===== src/design/ttc_params.svh =====
`ifndef TTC_PARAMS_SVH
`define TTC_PARAMS_SVH
// Depth of every input and output register chain
`define TTC_SYNC_STAGES 3
// Mode indicator encodings
`define TTC_MODE_TEN_LANE 1'b0
`define TTC_MODE_FOUR_LANE 1'b1
// Default packet count per sanity run
`define TTC_PKT_COUNT 16'h0010
// Default payload word count per packet
`define TTC_PKT_WORDS 8'h04
// Default configuration write count for a mode switch
`define TTC_CFG_WRITES 8'h0a
// Default statistics read burst length
`define TTC_STATS_READS 8'h08
// Seed for the payload pattern
`define TTC_SEED 32'h0000_0001
// FIFO depth
`define TTC_FIFO_DEPTH 8
`endif


===== src/design/ttc_pkg.sv =====
`default_nettype none
package ttc_pkg;
	// Packed user inputs after the register chain
	typedef struct packed {
		logic restart;
		logic mode_switch;
		logic simplex_aligned;
		logic stats_tick;
	} ttc_user_in_t;
	// Status flags before the output chain
	typedef struct packed {
		logic tx_lock;
		logic rx_lock;
		logic rx_aligned;
		logic tx_busy;
		logic rx_busy;
		logic tx_done;
		logic rx_done;
		logic data_fail;
		logic lane_mode;
	} ttc_status_t;
	typedef enum logic [2:0] {
		TTC_G_WAIT,
		TTC_G_SEND,
		TTC_G_DONE
	} ttc_gen_st_t;
	typedef enum logic [2:0] {
		TTC_M_WAIT,
		TTC_M_RECV,
		TTC_M_DONE
	} ttc_mon_st_t;
	typedef enum logic [1:0] {
		TTC_C_IDLE,
		TTC_C_WRITE,
		TTC_C_DONE
	} ttc_cfg_st_t;
endpackage
`default_nettype wire


===== src/design/ttc_fifo.sv =====
`timescale 1ns/10ps
`default_nettype none
module ttc_fifo #(
	parameter int WIDTH = 32,
	parameter int DEPTH = 8
) (
	input wire logic mclk_i,
	input wire logic rstn_i,
	input wire logic flush_i,
	input wire logic in_valid_i,
	output logic in_ready_o,
	input wire logic [WIDTH-1:0] in_data_i,
	output logic out_valid_o,
	input wire logic out_ready_i,
	output logic [WIDTH-1:0] out_data_o
);
	localparam int AW = $clog2(DEPTH);
	logic [WIDTH-1:0] mem_r [DEPTH];
	logic [AW-1:0] wp_r, wp_nxt, rp_r, rp_nxt;
	logic [AW:0] cnt_r, cnt_nxt;
	logic [WIDTH-1:0] dout_r, dout_nxt;
	logic ov_r, ov_nxt;
	logic wr, rd;

	// Output register counts as one slot beyond the array
	always_comb
	begin
		rd = (cnt_r != '0) && (!ov_r || out_ready_i);
		wr = in_valid_i && in_ready_o;
		wp_nxt = wp_r;
		rp_nxt = rp_r;
		cnt_nxt = cnt_r;
		dout_nxt = dout_r;
		ov_nxt = ov_r;
		if (ov_r && out_ready_i)
			ov_nxt = 1'b0;
		if (rd)
		begin
			dout_nxt = mem_r[rp_r];
			ov_nxt = 1'b1;
			rp_nxt = (rp_r == AW'(DEPTH - 1)) ? '0 : rp_r + 1'b1;
		end
		if (wr)
			wp_nxt = (wp_r == AW'(DEPTH - 1)) ? '0 : wp_r + 1'b1;
		cnt_nxt = cnt_r + (AW+1)'(wr) - (AW+1)'(rd);
		if (flush_i)
		begin
			wp_nxt = '0;
			rp_nxt = '0;
			cnt_nxt = '0;
			ov_nxt = 1'b0;
		end
	end

	assign in_ready_o = (cnt_r != (AW+1)'(DEPTH)) && !flush_i;
	assign out_valid_o = ov_r;
	assign out_data_o = dout_r;

	// Storage has no reset; pointers, count and output register do
	always_ff @(posedge mclk_i)
	begin
		if (wr)
			mem_r[wp_r] <= in_data_i;
	end

	always_ff @(posedge mclk_i or negedge rstn_i)
	begin
		if (!rstn_i)
		begin
			wp_r <= '0;
			rp_r <= '0;
			cnt_r <= '0;
			dout_r <= '0;
			ov_r <= 1'b0;
		end
		else
		begin
			wp_r <= wp_nxt;
			rp_r <= rp_nxt;
			cnt_r <= cnt_nxt;
			dout_r <= dout_nxt;
			ov_r <= ov_nxt;
		end
	end
endmodule
`default_nettype wire


===== src/design/ttc_top.sv =====
// What this block does
// - All user inputs and status outputs pass three registers inside.
// - Simplex transmit build: generator waits for external receive-aligned input.
// - Mode-switch pulse starts a configuration write sequence toggling lane mode.
// - After the configuration writes, the sanity test reruns in the new mode.
// - Restart reruns generator and monitor, accepted only while both idle.
// - Generator busy is high while generator is occupied, low when idle.
// - Monitor busy is high while monitor is occupied, low when idle.
// - Transmit done asserts after all programmed packets are written into the FIFO.
// - Receive done asserts after all expected packets are received.
// - Data fail asserts when received payload mismatches expected pattern.
// - Lane-mode indicator: 0 for ten-lane, 1 for four-lane mode.
// - Lock outputs follow transceiver lock; transmit lock only in simplex build.
// - Receive-aligned output follows core alignment report.
// - Statistics tick triggers periodic statistics reads when register access built.
// - Configuration completion raises a done pulse that resets the transceiver.
`timescale 1ns/10ps
`default_nettype none
`include "ttc_params.svh"
module ttc_top #(
	parameter bit SIMPLEX_TX = 1'b0,
	parameter bit SWITCHABLE = 1'b1,
	parameter bit STATS_IF = 1'b1,
	parameter logic [15:0] PKT_COUNT = `TTC_PKT_COUNT,
	parameter logic [7:0] PKT_WORDS = `TTC_PKT_WORDS,
	parameter logic [7:0] CFG_WRITES = `TTC_CFG_WRITES,
	parameter logic [7:0] STATS_READS = `TTC_STATS_READS
) (
	input wire logic mclk_i,
	input wire logic rstn_i,
	input wire logic restart_i,
	input wire logic mode_switch_i,
	input wire logic simplex_aligned_i,
	input wire logic stats_snapshot_tick_i,
	input wire logic serdes_tx_lock_i,
	input wire logic serdes_rx_lock_i,
	input wire logic core_rx_aligned_i,
	output logic tx_valid_o,
	output logic [31:0] tx_data_o,
	input wire logic tx_ready_i,
	input wire logic rx_valid_i,
	input wire logic [31:0] rx_data_i,
	output logic cfg_wr_o,
	input wire logic cfg_ack_i,
	output logic reconfig_write_complete_o,
	output logic serdes_reset_o,
	output logic stats_rd_o,
	output logic transmit_serdes_lock_ind_o,
	output logic receive_serdes_lock_ind_o,
	output logic rx_aligned_o,
	output logic tx_busy_o,
	output logic rx_busy_o,
	output logic tx_done_o,
	output logic rx_done_o,
	output logic rx_data_fail_o,
	output logic lane_mode_o
);
	localparam int NS = `TTC_SYNC_STAGES;
	localparam int NI = $bits(ttc_pkg::ttc_user_in_t) + 3;
	localparam int NO = $bits(ttc_pkg::ttc_status_t);

	logic [NS-1:0] in_chain_r [NI];
	logic [NS-1:0] out_chain_r [NO];
	logic [NI-1:0] in_raw;
	ttc_pkg::ttc_user_in_t uin;
	logic s_tx_lock, s_rx_lock, s_aligned;
	ttc_pkg::ttc_status_t st;
	logic [NO-1:0] st_q;

	assign in_raw = {restart_i, mode_switch_i, simplex_aligned_i, stats_snapshot_tick_i,
		serdes_tx_lock_i, serdes_rx_lock_i, core_rx_aligned_i};
	always_ff @(posedge mclk_i or negedge rstn_i)
	begin
		if (!rstn_i)
		begin
			for (int i = 0; i < NI; i++)
				in_chain_r[i] <= '0;
			for (int i = 0; i < NO; i++)
				out_chain_r[i] <= '0;
		end
		else
		begin
			for (int i = 0; i < NI; i++)
				in_chain_r[i] <= {in_chain_r[i][NS-2:0], in_raw[i]};
			for (int i = 0; i < NO; i++)
				out_chain_r[i] <= {out_chain_r[i][NS-2:0], st[i]};
		end
	end
	// Only the last stage is read; earlier stages may be metastable
	always_comb
	begin
		uin.restart = in_chain_r[6][NS-1];
		uin.mode_switch = in_chain_r[5][NS-1];
		uin.simplex_aligned = in_chain_r[4][NS-1];
		uin.stats_tick = in_chain_r[3][NS-1];
		s_tx_lock = in_chain_r[2][NS-1];
		s_rx_lock = in_chain_r[1][NS-1];
		s_aligned = in_chain_r[0][NS-1];
		for (int i = 0; i < NO; i++)
			st_q[i] = out_chain_r[i][NS-1];
	end

	// Edge detect state
	logic rst_d_r, sw_d_r, tk_d_r;
	logic restart_p, switch_p, tick_p;
	ttc_pkg::ttc_gen_st_t g_r, g_nxt;
	ttc_pkg::ttc_mon_st_t m_r, m_nxt;
	ttc_pkg::ttc_cfg_st_t c_r, c_nxt;
	logic [15:0] gpk_r, gpk_nxt, mpk_r, mpk_nxt;
	logic [7:0] gw_r, gw_nxt, mw_r, mw_nxt;
	logic [31:0] gpat_r, gpat_nxt, mpat_r, mpat_nxt;
	logic fail_r, fail_nxt, mode_r, mode_nxt;
	logic [7:0] cw_r, cw_nxt, sr_r, sr_nxt;
	logic cwr_r, cwr_nxt, cdone_r, cdone_nxt, srd_r, srd_nxt;
	logic link_up, gen_go, rerun;
	logic f_in_valid, f_in_ready, f_out_valid;
	logic [31:0] f_out_data;

	assign restart_p = uin.restart && !rst_d_r;
	assign switch_p = uin.mode_switch && !sw_d_r;
	assign tick_p = uin.stats_tick && !tk_d_r;
	// Transmit lock only counts in simplex build
	assign link_up = s_rx_lock && s_aligned && (!SIMPLEX_TX || s_tx_lock);
	// Simplex generator waits for remote alignment
	assign gen_go = SIMPLEX_TX ? (s_tx_lock && uin.simplex_aligned) : link_up;
	// Restart only while both busy low
	assign rerun = (restart_p && g_r == ttc_pkg::TTC_G_DONE && m_r == ttc_pkg::TTC_M_DONE)
		|| cdone_r;

	// Generator: pattern words into the FIFO
	always_comb
	begin
		g_nxt = g_r;
		gpk_nxt = gpk_r;
		gw_nxt = gw_r;
		gpat_nxt = gpat_r;
		f_in_valid = 1'b0;
		case (g_r)
			ttc_pkg::TTC_G_WAIT:
				if (gen_go && c_r == ttc_pkg::TTC_C_IDLE)
					g_nxt = ttc_pkg::TTC_G_SEND;
			ttc_pkg::TTC_G_SEND:
			begin
				f_in_valid = 1'b1;
				// FIFO full stalls the generator
				if (f_in_ready)
				begin
					gpat_nxt = gpat_r + 32'h0000_0001;
					gw_nxt = gw_r + 8'h01;
					if (gw_r == PKT_WORDS - 8'h01)
					begin
						gw_nxt = '0;
						gpk_nxt = gpk_r + 16'h0001;
						if (gpk_r == PKT_COUNT - 16'h0001)
							g_nxt = ttc_pkg::TTC_G_DONE;
					end
				end
			end
			default:
				g_nxt = ttc_pkg::TTC_G_DONE;
		endcase
		if (rerun)
		begin
			g_nxt = ttc_pkg::TTC_G_WAIT;
			gpk_nxt = '0;
			gw_nxt = '0;
			gpat_nxt = `TTC_SEED;
		end
	end

	ttc_fifo #(
		.WIDTH(32),
		.DEPTH(`TTC_FIFO_DEPTH)
	) u_fifo (
		.mclk_i(mclk_i),
		.rstn_i(rstn_i),
		.flush_i(rerun),
		.in_valid_i(f_in_valid),
		.in_ready_o(f_in_ready),
		.in_data_i(gpat_r),
		.out_valid_o(f_out_valid),
		.out_ready_i(tx_ready_i),
		.out_data_o(f_out_data)
	);

	// Monitor: compare received words with the expected pattern
	always_comb
	begin
		m_nxt = m_r;
		mpk_nxt = mpk_r;
		mw_nxt = mw_r;
		mpat_nxt = mpat_r;
		fail_nxt = fail_r;
		case (m_r)
			ttc_pkg::TTC_M_WAIT:
				if (link_up && c_r == ttc_pkg::TTC_C_IDLE)
					m_nxt = ttc_pkg::TTC_M_RECV;
			ttc_pkg::TTC_M_RECV:
				if (rx_valid_i)
				begin
					if (rx_data_i != mpat_r)
						fail_nxt = 1'b1;
					mpat_nxt = mpat_r + 32'h0000_0001;
					mw_nxt = mw_r + 8'h01;
					if (mw_r == PKT_WORDS - 8'h01)
					begin
						mw_nxt = '0;
						mpk_nxt = mpk_r + 16'h0001;
						if (mpk_r == PKT_COUNT - 16'h0001)
							m_nxt = ttc_pkg::TTC_M_DONE;
					end
				end
			default:
				m_nxt = ttc_pkg::TTC_M_DONE;
		endcase
		if (rerun)
		begin
			m_nxt = ttc_pkg::TTC_M_WAIT;
			mpk_nxt = '0;
			mw_nxt = '0;
			mpat_nxt = `TTC_SEED;
			fail_nxt = 1'b0;
		end
	end

	// Mode switch and statistics sequencing
	always_comb
	begin
		c_nxt = c_r;
		cw_nxt = cw_r;
		cwr_nxt = 1'b0;
		cdone_nxt = 1'b0;
		mode_nxt = mode_r;
		sr_nxt = sr_r;
		srd_nxt = 1'b0;
		case (c_r)
			ttc_pkg::TTC_C_IDLE:
				if (SWITCHABLE && switch_p)
				begin
					c_nxt = ttc_pkg::TTC_C_WRITE;
					cw_nxt = '0;
				end
			ttc_pkg::TTC_C_WRITE:
			begin
				cwr_nxt = !cfg_ack_i;
				if (cfg_ack_i)
				begin
					cw_nxt = cw_r + 8'h01;
					if (cw_r == CFG_WRITES - 8'h01)
						c_nxt = ttc_pkg::TTC_C_DONE;
				end
			end
			default:
			begin
				cdone_nxt = 1'b1;
				mode_nxt = !mode_r;
				c_nxt = ttc_pkg::TTC_C_IDLE;
			end
		endcase
		// Tick starts a burst of statistics reads
		if (STATS_IF && tick_p && sr_r == '0)
			sr_nxt = STATS_READS;
		else if (sr_r != '0)
		begin
			srd_nxt = 1'b1;
			sr_nxt = sr_r - 8'h01;
		end
	end

	// Status flags before the output chain
	always_comb
	begin
		st.tx_lock = SIMPLEX_TX ? s_tx_lock : 1'b0;
		st.rx_lock = s_rx_lock;
		st.rx_aligned = s_aligned;
		st.tx_busy = (g_r != ttc_pkg::TTC_G_DONE);
		st.rx_busy = (m_r != ttc_pkg::TTC_M_DONE);
		st.tx_done = (g_r == ttc_pkg::TTC_G_DONE);
		st.rx_done = (m_r == ttc_pkg::TTC_M_DONE);
		st.data_fail = fail_r;
		st.lane_mode = SWITCHABLE ? mode_r : `TTC_MODE_TEN_LANE;
	end

	// State registers; reset puts generator and monitor in wait, sequencer idle
	always_ff @(posedge mclk_i or negedge rstn_i)
	begin
		if (!rstn_i)
		begin
			rst_d_r <= 1'b0;
			sw_d_r <= 1'b0;
			tk_d_r <= 1'b0;
			g_r <= ttc_pkg::TTC_G_WAIT;
			m_r <= ttc_pkg::TTC_M_WAIT;
			c_r <= ttc_pkg::TTC_C_IDLE;
			gpk_r <= '0;
			gw_r <= '0;
			gpat_r <= `TTC_SEED;
			mpk_r <= '0;
			mw_r <= '0;
			mpat_r <= `TTC_SEED;
			fail_r <= 1'b0;
			mode_r <= `TTC_MODE_TEN_LANE;
			cw_r <= '0;
			cwr_r <= 1'b0;
			cdone_r <= 1'b0;
			sr_r <= '0;
			srd_r <= 1'b0;
		end
		else
		begin
			rst_d_r <= uin.restart;
			sw_d_r <= uin.mode_switch;
			tk_d_r <= uin.stats_tick;
			g_r <= g_nxt;
			m_r <= m_nxt;
			c_r <= c_nxt;
			gpk_r <= gpk_nxt;
			gw_r <= gw_nxt;
			gpat_r <= gpat_nxt;
			mpk_r <= mpk_nxt;
			mw_r <= mw_nxt;
			mpat_r <= mpat_nxt;
			fail_r <= fail_nxt;
			mode_r <= mode_nxt;
			cw_r <= cw_nxt;
			cwr_r <= cwr_nxt;
			cdone_r <= cdone_nxt;
			sr_r <= sr_nxt;
			srd_r <= srd_nxt;
		end
	end

	// Stream and sequencer outputs are already registered
	assign tx_valid_o = f_out_valid;
	assign tx_data_o = f_out_data;
	assign cfg_wr_o = cwr_r;
	assign reconfig_write_complete_o = cdone_r;
	assign serdes_reset_o = cdone_r;
	assign stats_rd_o = srd_r;
	assign {transmit_serdes_lock_ind_o, receive_serdes_lock_ind_o, rx_aligned_o, tx_busy_o,
		rx_busy_o, tx_done_o, rx_done_o, rx_data_fail_o, lane_mode_o} = st_q;
endmodule
`default_nettype wire


===== config.mk =====
export PLATFORM = sky130hd
export DESIGN_NAME = ttc_top
export DESIGN_NICKNAME = d
export VERILOG_FILES = /design/src/design/ttc_pkg.sv /design/src/design/ttc_fifo.sv /design/src/design/ttc_top.sv
export VERILOG_INCLUDE_DIRS = /design/src /design/src/design
export SDC_FILE = /design/constraint.sdc
export NUM_CORES = 1
export LEC_CHECK = 0
export ABC_AREA = 1
export ABC_CLOCK_PERIOD_IN_PS = 5180
export BUFFER_PORTS_ARGS = -buffer_cell sky130_fd_sc_hd__buf_2
export CORE_AREA = 2 2 172 300
export DETAILED_ROUTE_END_ITERATION = 16
export DIE_AREA = 0 0 174 302
export GPL_TIMING_DRIVEN = 0
export SLEW_MARGIN = 20
export SYNTH_ARGS = -nofsm -noshare
export SYNTH_HDL_FRONTEND = slang
export SYNTH_HIERARCHICAL = 1
export SYNTH_SLANG_ARGS = --single-unit

===== constraint.sdc =====
create_clock -name mclk_i -period 5.18 [get_ports mclk_i]
set_input_delay 0.259 -clock mclk_i [delete_from_list [all_inputs] [get_ports mclk_i]]
set_output_delay 0.259 -clock mclk_i [all_outputs]
set_load 0.03 [all_outputs]

==> results of run 1 <==
-- worst max-delay path: stages, from the launching register on --
cell and delay, ps:
dfrtp_1 400, inv_2 70, nor2_2 60, nand4_1 130
nand2_4 130, clkbuf_2 430, inv_1 430, nand3_2 320
nor3_2 570, buf_6 240, buf_6 160, buf_6 160
buf_4 210
-- layout by cell type (no fill, tap or decap), drive strengths merged --
cell type / n
a21oi: 39
a31o: 2
a31oi: 2
and2: 1
buf: 186
bufinv: 2
clkbuf: 89
clkinv: 10
clkinvlp: 2
conb: 1
dfrtp: 222
dfstp: 2
dlygate4sd3: 7
edfxtp: 256
fa: 1
ha: 20
inv: 376
nand2: 749
nand3: 294
nand3b: 6
nand4: 53
nor2: 179
nor3: 64
nor3b: 4
nor4: 8
o21a: 2
o21ai: 83
o21bai: 2
o22ai: 2
o31ai: 6
or2: 3
xnor2: 27
xor2: 13
-- flip-flops by register name, summed over array words and instances (netlist names), 4 cells and up --
| name | cells |
|---|---|
| cw_r | 8 |
| gpat_r | 32 |
| gpk_r | 16 |
| gw_r | 8 |
| in_chain_r | 15 |
| mpat_r | 32 |
| mpk_r | 16 |
| mw_r | 8 |
| out_chain_r | 16 |
| sr_r | 8 |
| u_fifo/cnt_r | 4 |
| u_fifo/mem_r | 256 |
| u_fifo/out_data_o | 32 |
-- path summary, 6_finish.rpt --
| kind | cells past startpoint | slack [ps] | from | to |
|---|---|---|---|---|
| setup / recovery | 12 | 1520 | m_r[1]$_DFFE_PN0P_ | u_fifo/mem_r[4][6]$_DFFE_PP_ |
| hold / removal | 4 | 60 | tx_ready_i | u_fifo/out_valid_o$_DFFE_PN0P_ |
| setup reg to reg | 12 | 1520 | m_r[1]$_DFFE_PN0P_ | u_fifo/mem_r[4][6]$_DFFE_PP_ |
| hold reg to reg | 0 | 350 | out_chain_r[21]$_DFF_PN0_ | out_chain_r[22]$_DFF_PN0_ |
| max in group asynchronous | 3 | 3950 | rstn_i | sr_r[5]$_DFFE_PN0P_ |
| min in group asynchronous | 2 | 300 | rstn_i | mpat_r[13]$_DFFE_PN0P_ |
-- area by class of cell --
type / count / area share, %
repair buffers: 127 / 3.27
multi-input cells: 1561 / 28.4
plain buffers: 87 / 1.75
inverters: 374 / 5.51
clock inverters: 16 / 0.676
clock buffers: 68 / 5.11
flip-flops and latches: 480 / 52.1
well taps: 666 / 3.26
-- kinds of logic (layout without fill, tap and decap cells) --
| family | count (synthesis) | after routing |
|---|---|---|
| DFF | 480 | 480 |
| and+or+nand+nor | 1361 | 1361 |
| adders and majority gates | 21 | 21 |
| AOI/OAI and AO/OA | 138 | 138 |
| other | 1 | 1 |
| xor gates and xnor gates | 40 | 40 |
| buffers and inverters | 461 | 672 |
-- where the power goes --
group	switching, W	leakage, nW	total [W]	internal (W)
clock network	0.00146	0.720	0.00332	0.00186
registers	0.000354	5.15	0.00500	0.00465
logic	0.00272	5.59	0.00387	0.00115
-- stage by stage --
stage / cell area, sq um / cells / hold WS [ps]
after detailed placement: 24000 / 3288 / 334
after global placement: 23600 / 3254 / 332
final: 25500 / 3379 / 62.0
after global routing: 25500 / 3379 / 120
after CTS: 25500 / 3379 / 31.9
after floorplan: 22400 / 2502 / -36.6
-- layer usage --
metal  wire [um]  vias up  global-route usage [%]
li1            -     8402                       -
met1       21100     8332                    23.6
met2       32900      457                    45.6
met3        2320      169                    2.38
met4        3040        0                    11.4
met5           0        -                       0
==> results.ini, run 1 <==
[detailed_routing]
num_vias=17400
wire_per_inst_um=17.6
via_per_inst=5.14
ant_nets=0
routed_wl_um=59300
drtIter0Drc=976
drc=0
first_pass_iters=5

[worst_setup_path]
cp.arrival_ps=3920
worstPathMaxFanout=16
critPathLaunchType=register
cp.required_ps=5450
worstSetupEndpointType=register
path_class=register to register

[clock_tree]
clk_latency_ps=580
hold_buffers=7
clk_pin_slew_ps=60
clock_sinks=480
root_buffer=clkbuf_16
cts_buffers=46
cts_setup_buffers=0
cts_buffer_depth=3
ctsResizeCount=0
cts_tree=yes
cts.htree.levels=2

[sta]
finalCriticalPeriod_ps=3660
finalHoldViolations=0
layout_setup_ws_ps=1520
setup_violations=0
fin_setup_tns_ps=0
fmax_mhz=274
max_slew.worst_pin.slew_ps=820
drv_slew=0
fin_skew_ps=26.5
fin_crit_sh_pct=70.6
slew_headroom_pct=45.0
rsz0062_at_grt=false

[layout]
multi_input_area_sq_mm=0.00724
utilization_pct=50.9
antenna_cells=0
regArea_sq_mm=0.0133
layout.nets=2742
layout-drive-gt1-share_pct=10.8
syn2layout_area_growth_pct=14.3
fillers=4789

[die]
core-area_sq_mm=0.0502
fp.dieH_um=302
start_util_pct=44.5
rows=109
die_area_sq_mm=0.0525
io_pins=90
die_w_um=174

[placed_design]
place.gp.congestion=0.909
dpl.hpwl_um=43200
post-place-ws_ps=1120
numPortBuffers=86

[yosys]
synth_top_family_by_area=simple AND/OR/NAND/NOR gates
synth_common_cells=745 x nand2_1, 365 x inv_1, 293 x nand3_1
synth_fa_ha_area_share_pct=1.21
muxShareOfSynthArea_pct=0
synth-xor-area-share_pct=1.57
synth_edf_count=256
synth_most_common_cell=nand2_1
syn_nets=2567
synth_compound_area_share_pct=3.27
yosysSeqAreaShare_pct=59.5
synthArstFlopShare_pct=46.7
synthSimpleGateAreaFrac_pct=26.2
synth_cell_types=42
mappedNetlistArea_sq_mm=0.0224
synth_cells=2502
ys_ff_latch=480
synth_top_area_share_pct=34.4
synth_top_cell_by_area=edfxtp_1
yosysWarnings=6
yosys-top-cells-area=edfxtp_1 34%, dfrtp_1 25%, nand2_1 13%, nand3_1 6.6%, inv_1 6.1%
synth_flop_cell=edfxtp_1
avgSynthCellArea_sq_um=8.93

[flow_run]
max-cap-violations=0

[global_routing]
grt_pass1_vias=17400
gr-total-overflow=0
grt_max_degree=92
grt_pass1_wl_um=93800
antenna_found_initial=0
grtUsageTotal_pct=23.0

[worst_hold_path]
hold_path.class=input pin to register

[pwr]
ir_worst_vdd_uv=273
p_leak_nw=11.5
p_per_area_mw_per_mm2=477
finalPower_w=0.0122

[run_status]
status=finished, final reports clean

No activity file was read; power rests on OpenSTA's default activity.
==> run 2: changes to the inputs <==
ABC_CLOCK_PERIOD_IN_PS = 3800   (was 5180)
clock period = 3.8 ns   (was 5.18 ns; I/O delays follow)
==> run 2 against run 1 <==
Against the previous run:
- fmax down 0.82%
- cell count barely moved
- final area about the same
- clock power grew 36%
- critical path type unchanged
- non-clock buffer count rose by 1
- count of clock-buffer cells in the layout is the same
- utilization about the same
- die area stayed put
- critical path depth shrank 1
- worst hold slack worse by 13 ps
- total power increased by 36%
- register-to-register slack worse by 1400 ps
==> results.ini, run 2 (same netlist as run 1, synthesis figures left out) <==
[worst_setup_path]
critPathLaunchType=register
worstPathMaxFanout=16
ff2ff_path_depth=11
r2r_end=u_fifo/mem_r[7][8]$_DFFE_PP_
path_class=register to register
cp.arrival_ps=3950
r2r_start=m_r[1]$_DFFE_PN0P_
reg2reg_slack_ps=110
cp.required_ps=4060
worstSetupEndpointType=register
crit_start=m_r[1]$_DFFE_PN0P_

[worst_hold_path]
hold_path.class=input pin to register
min_from=rx_valid_i
min_to=m_r[1]$_DFFE_PN0P_
hold_depth=5

[run_status]
status=finished, final reports clean

[sta]
finalCriticalPeriod_ps=3690
drv_slew=0
slew_headroom_pct=48.1
fin_setup_tns_ps=0
layout_setup_ws_ps=114
rsz0062_at_grt=true
max_slew.worst_pin.slew_ps=774
finalHoldViolations=0
fin_skew_ps=24.2
fin_crit_sh_pct=97.0
setup_violations=0
fmax_mhz=271

[flow_run]
max-cap-violations=0

[pwr]
sw_frac_of_total_pct=37.1
combPwrFrac_pct=31.7
p_per_area_mw_per_mm2=650
p_clk_share_pct=27.2
ir_worst_vdd_uv=372
p_seq_share_pct=41.0
p_switching_w=0.00617
finalPower_w=0.0166
p_int_w=0.0104
p_leak_nw=11.5

[detailed_routing]
routed_wl_um=59200
first_pass_iters=5
num_vias=17400
drtIter0Drc=990
drc=0
wire_per_inst_um=17.5
via_per_inst=5.13
ant_nets=0

[die]
io_pins=90
rows=109
die_area_sq_mm=0.0525
start_util_pct=44.5
core-area_sq_mm=0.0502
fp.dieH_um=302
die_w_um=174

[clock_tree]
clock_sinks=480
root_buffer=clkbuf_16
cts.htree.levels=2
cts_buffers=46
clk_latency_ps=580
cts_buffer_depth=3
clk_pin_slew_ps=60
cts_tree=yes
cts_setup_buffers=0

[layout]
layout_commonest_cell=nand2_1
largest-register=u_fifo/mem_r
regArea_sq_mm=0.0133
layout_common_cells=745 x nand2_1, 365 x inv_1, 293 x nand3_1
fillers=4789
multi_input_area_sq_mm=0.00725
utilization_pct=50.9
layout.nets=2743
largest_reg_flops=256
antenna_cells=0
syn2layout_area_growth_pct=14.4
layout-drive-gt1-share_pct=10.8

[placed_design]
post-place-ws_ps=-263
dpl.hpwl_um=43200
place.gp.congestion=0.909
numPortBuffers=86

[global_routing]
gr-total-overflow=0
grt_max_degree=92
grt_pass1_vias=17400
antenna_found_initial=0
grt_pass1_wl_um=93700
grtUsageTotal_pct=22.9

## run 2: cell types whose count changed in the layout (fill, tap and decap cells not counted)
cell | before | now
clkbuf_2 | 2 | 1
clkdlybuf4s15_2 | 0 | 1
dlygate4sd3_1 | 7 | 8
nor3_2 | 11 | 10
nor3_4 | 0 | 1
## run 2: cell type report
cell class / count / share of cell area (%)
inverters: 374 / 5.50
flip-flops and latches: 480 / 52.0
repair buffers: 128 / 3.31
plain buffers: 87 / 1.78
well taps: 666 / 3.26
clock buffers: 68 / 5.10
clock inverters: 16 / 0.676
multi-input cells: 1561 / 28.4
## run 2: critical path, stage by stage (launching register included)
cell,delay (ps)
dfrtp_1,400
inv_2,70
nor2_2,60
nand4_1,130
nand2_4,120
clkdlybuf4s15_2,480
inv_1,420
nand3_2,340
nor3_2,650
buf_6,230
buf_4,210
buf_4,230
## run 2: power groups by stage
stage	sequential (W)	combinational (W)	clock, W
after floorplan	0.00723	0.00307	0
after global placement	0.00692	0.00507	0
after detailed placement	0.00692	0.00529	0
after CTS	0.00682	0.00533	0.00464
after global routing	0.00691	0.00586	0.00484
final	0.00681	0.00527	0.00452
## run 2: metal layers
metal	wire, um	part of all wire [%]	track usage (%)
met1	21100	36	23.6
met2	32900	56	45.4
met3	2290	3.9	2.40
met4	2920	4.9	11.5
met5	0	0	0
## run 2: per-stage QoR
| stage | instance area (sq um) | cells | hold slack, ps |
|---|---|---|---|
| 3_5_place_dp | 24000 | 3288 | 265 |
| 5_1_grt | 25600 | 3380 | 89.6 |
| 2_1_floorplan | 22400 | 2502 | -106 |
| 6_report | 25600 | 3380 | 48.6 |
| 3_3_place_gp | 23600 | 3254 | 299 |
| 4_1_cts | 25600 | 3380 | 24.6 |
## run 2: repair_timing
item | CTS | global route
setup endpoints to repair | 40 | 25
hold buffers | 8 | 0
endpoints found under the hold margin | 90 | 0
resized for setup | 2 | 1
## run 2: how the worst max path moves through the flow
| stage | end | slack, ps |
|---|---|---|
| after floorplan | u_fifo/mem_r[6][0]$_DFFE_PP_ | -280 |
| after global placement | u_fifo/mem_r[7][2]$_DFFE_PP_ | -3370 |
| after detailed placement | u_fifo/cnt_r[1]$_DFF_PN0_ | -260 |
| after CTS | u_fifo/mem_r[4][6]$_DFFE_PP_ | 70 |
| after global routing | u_fifo/mem_r[7][3]$_DFFE_PP_ | -50 |
| final | u_fifo/mem_r[7][8]$_DFFE_PP_ | 110 |
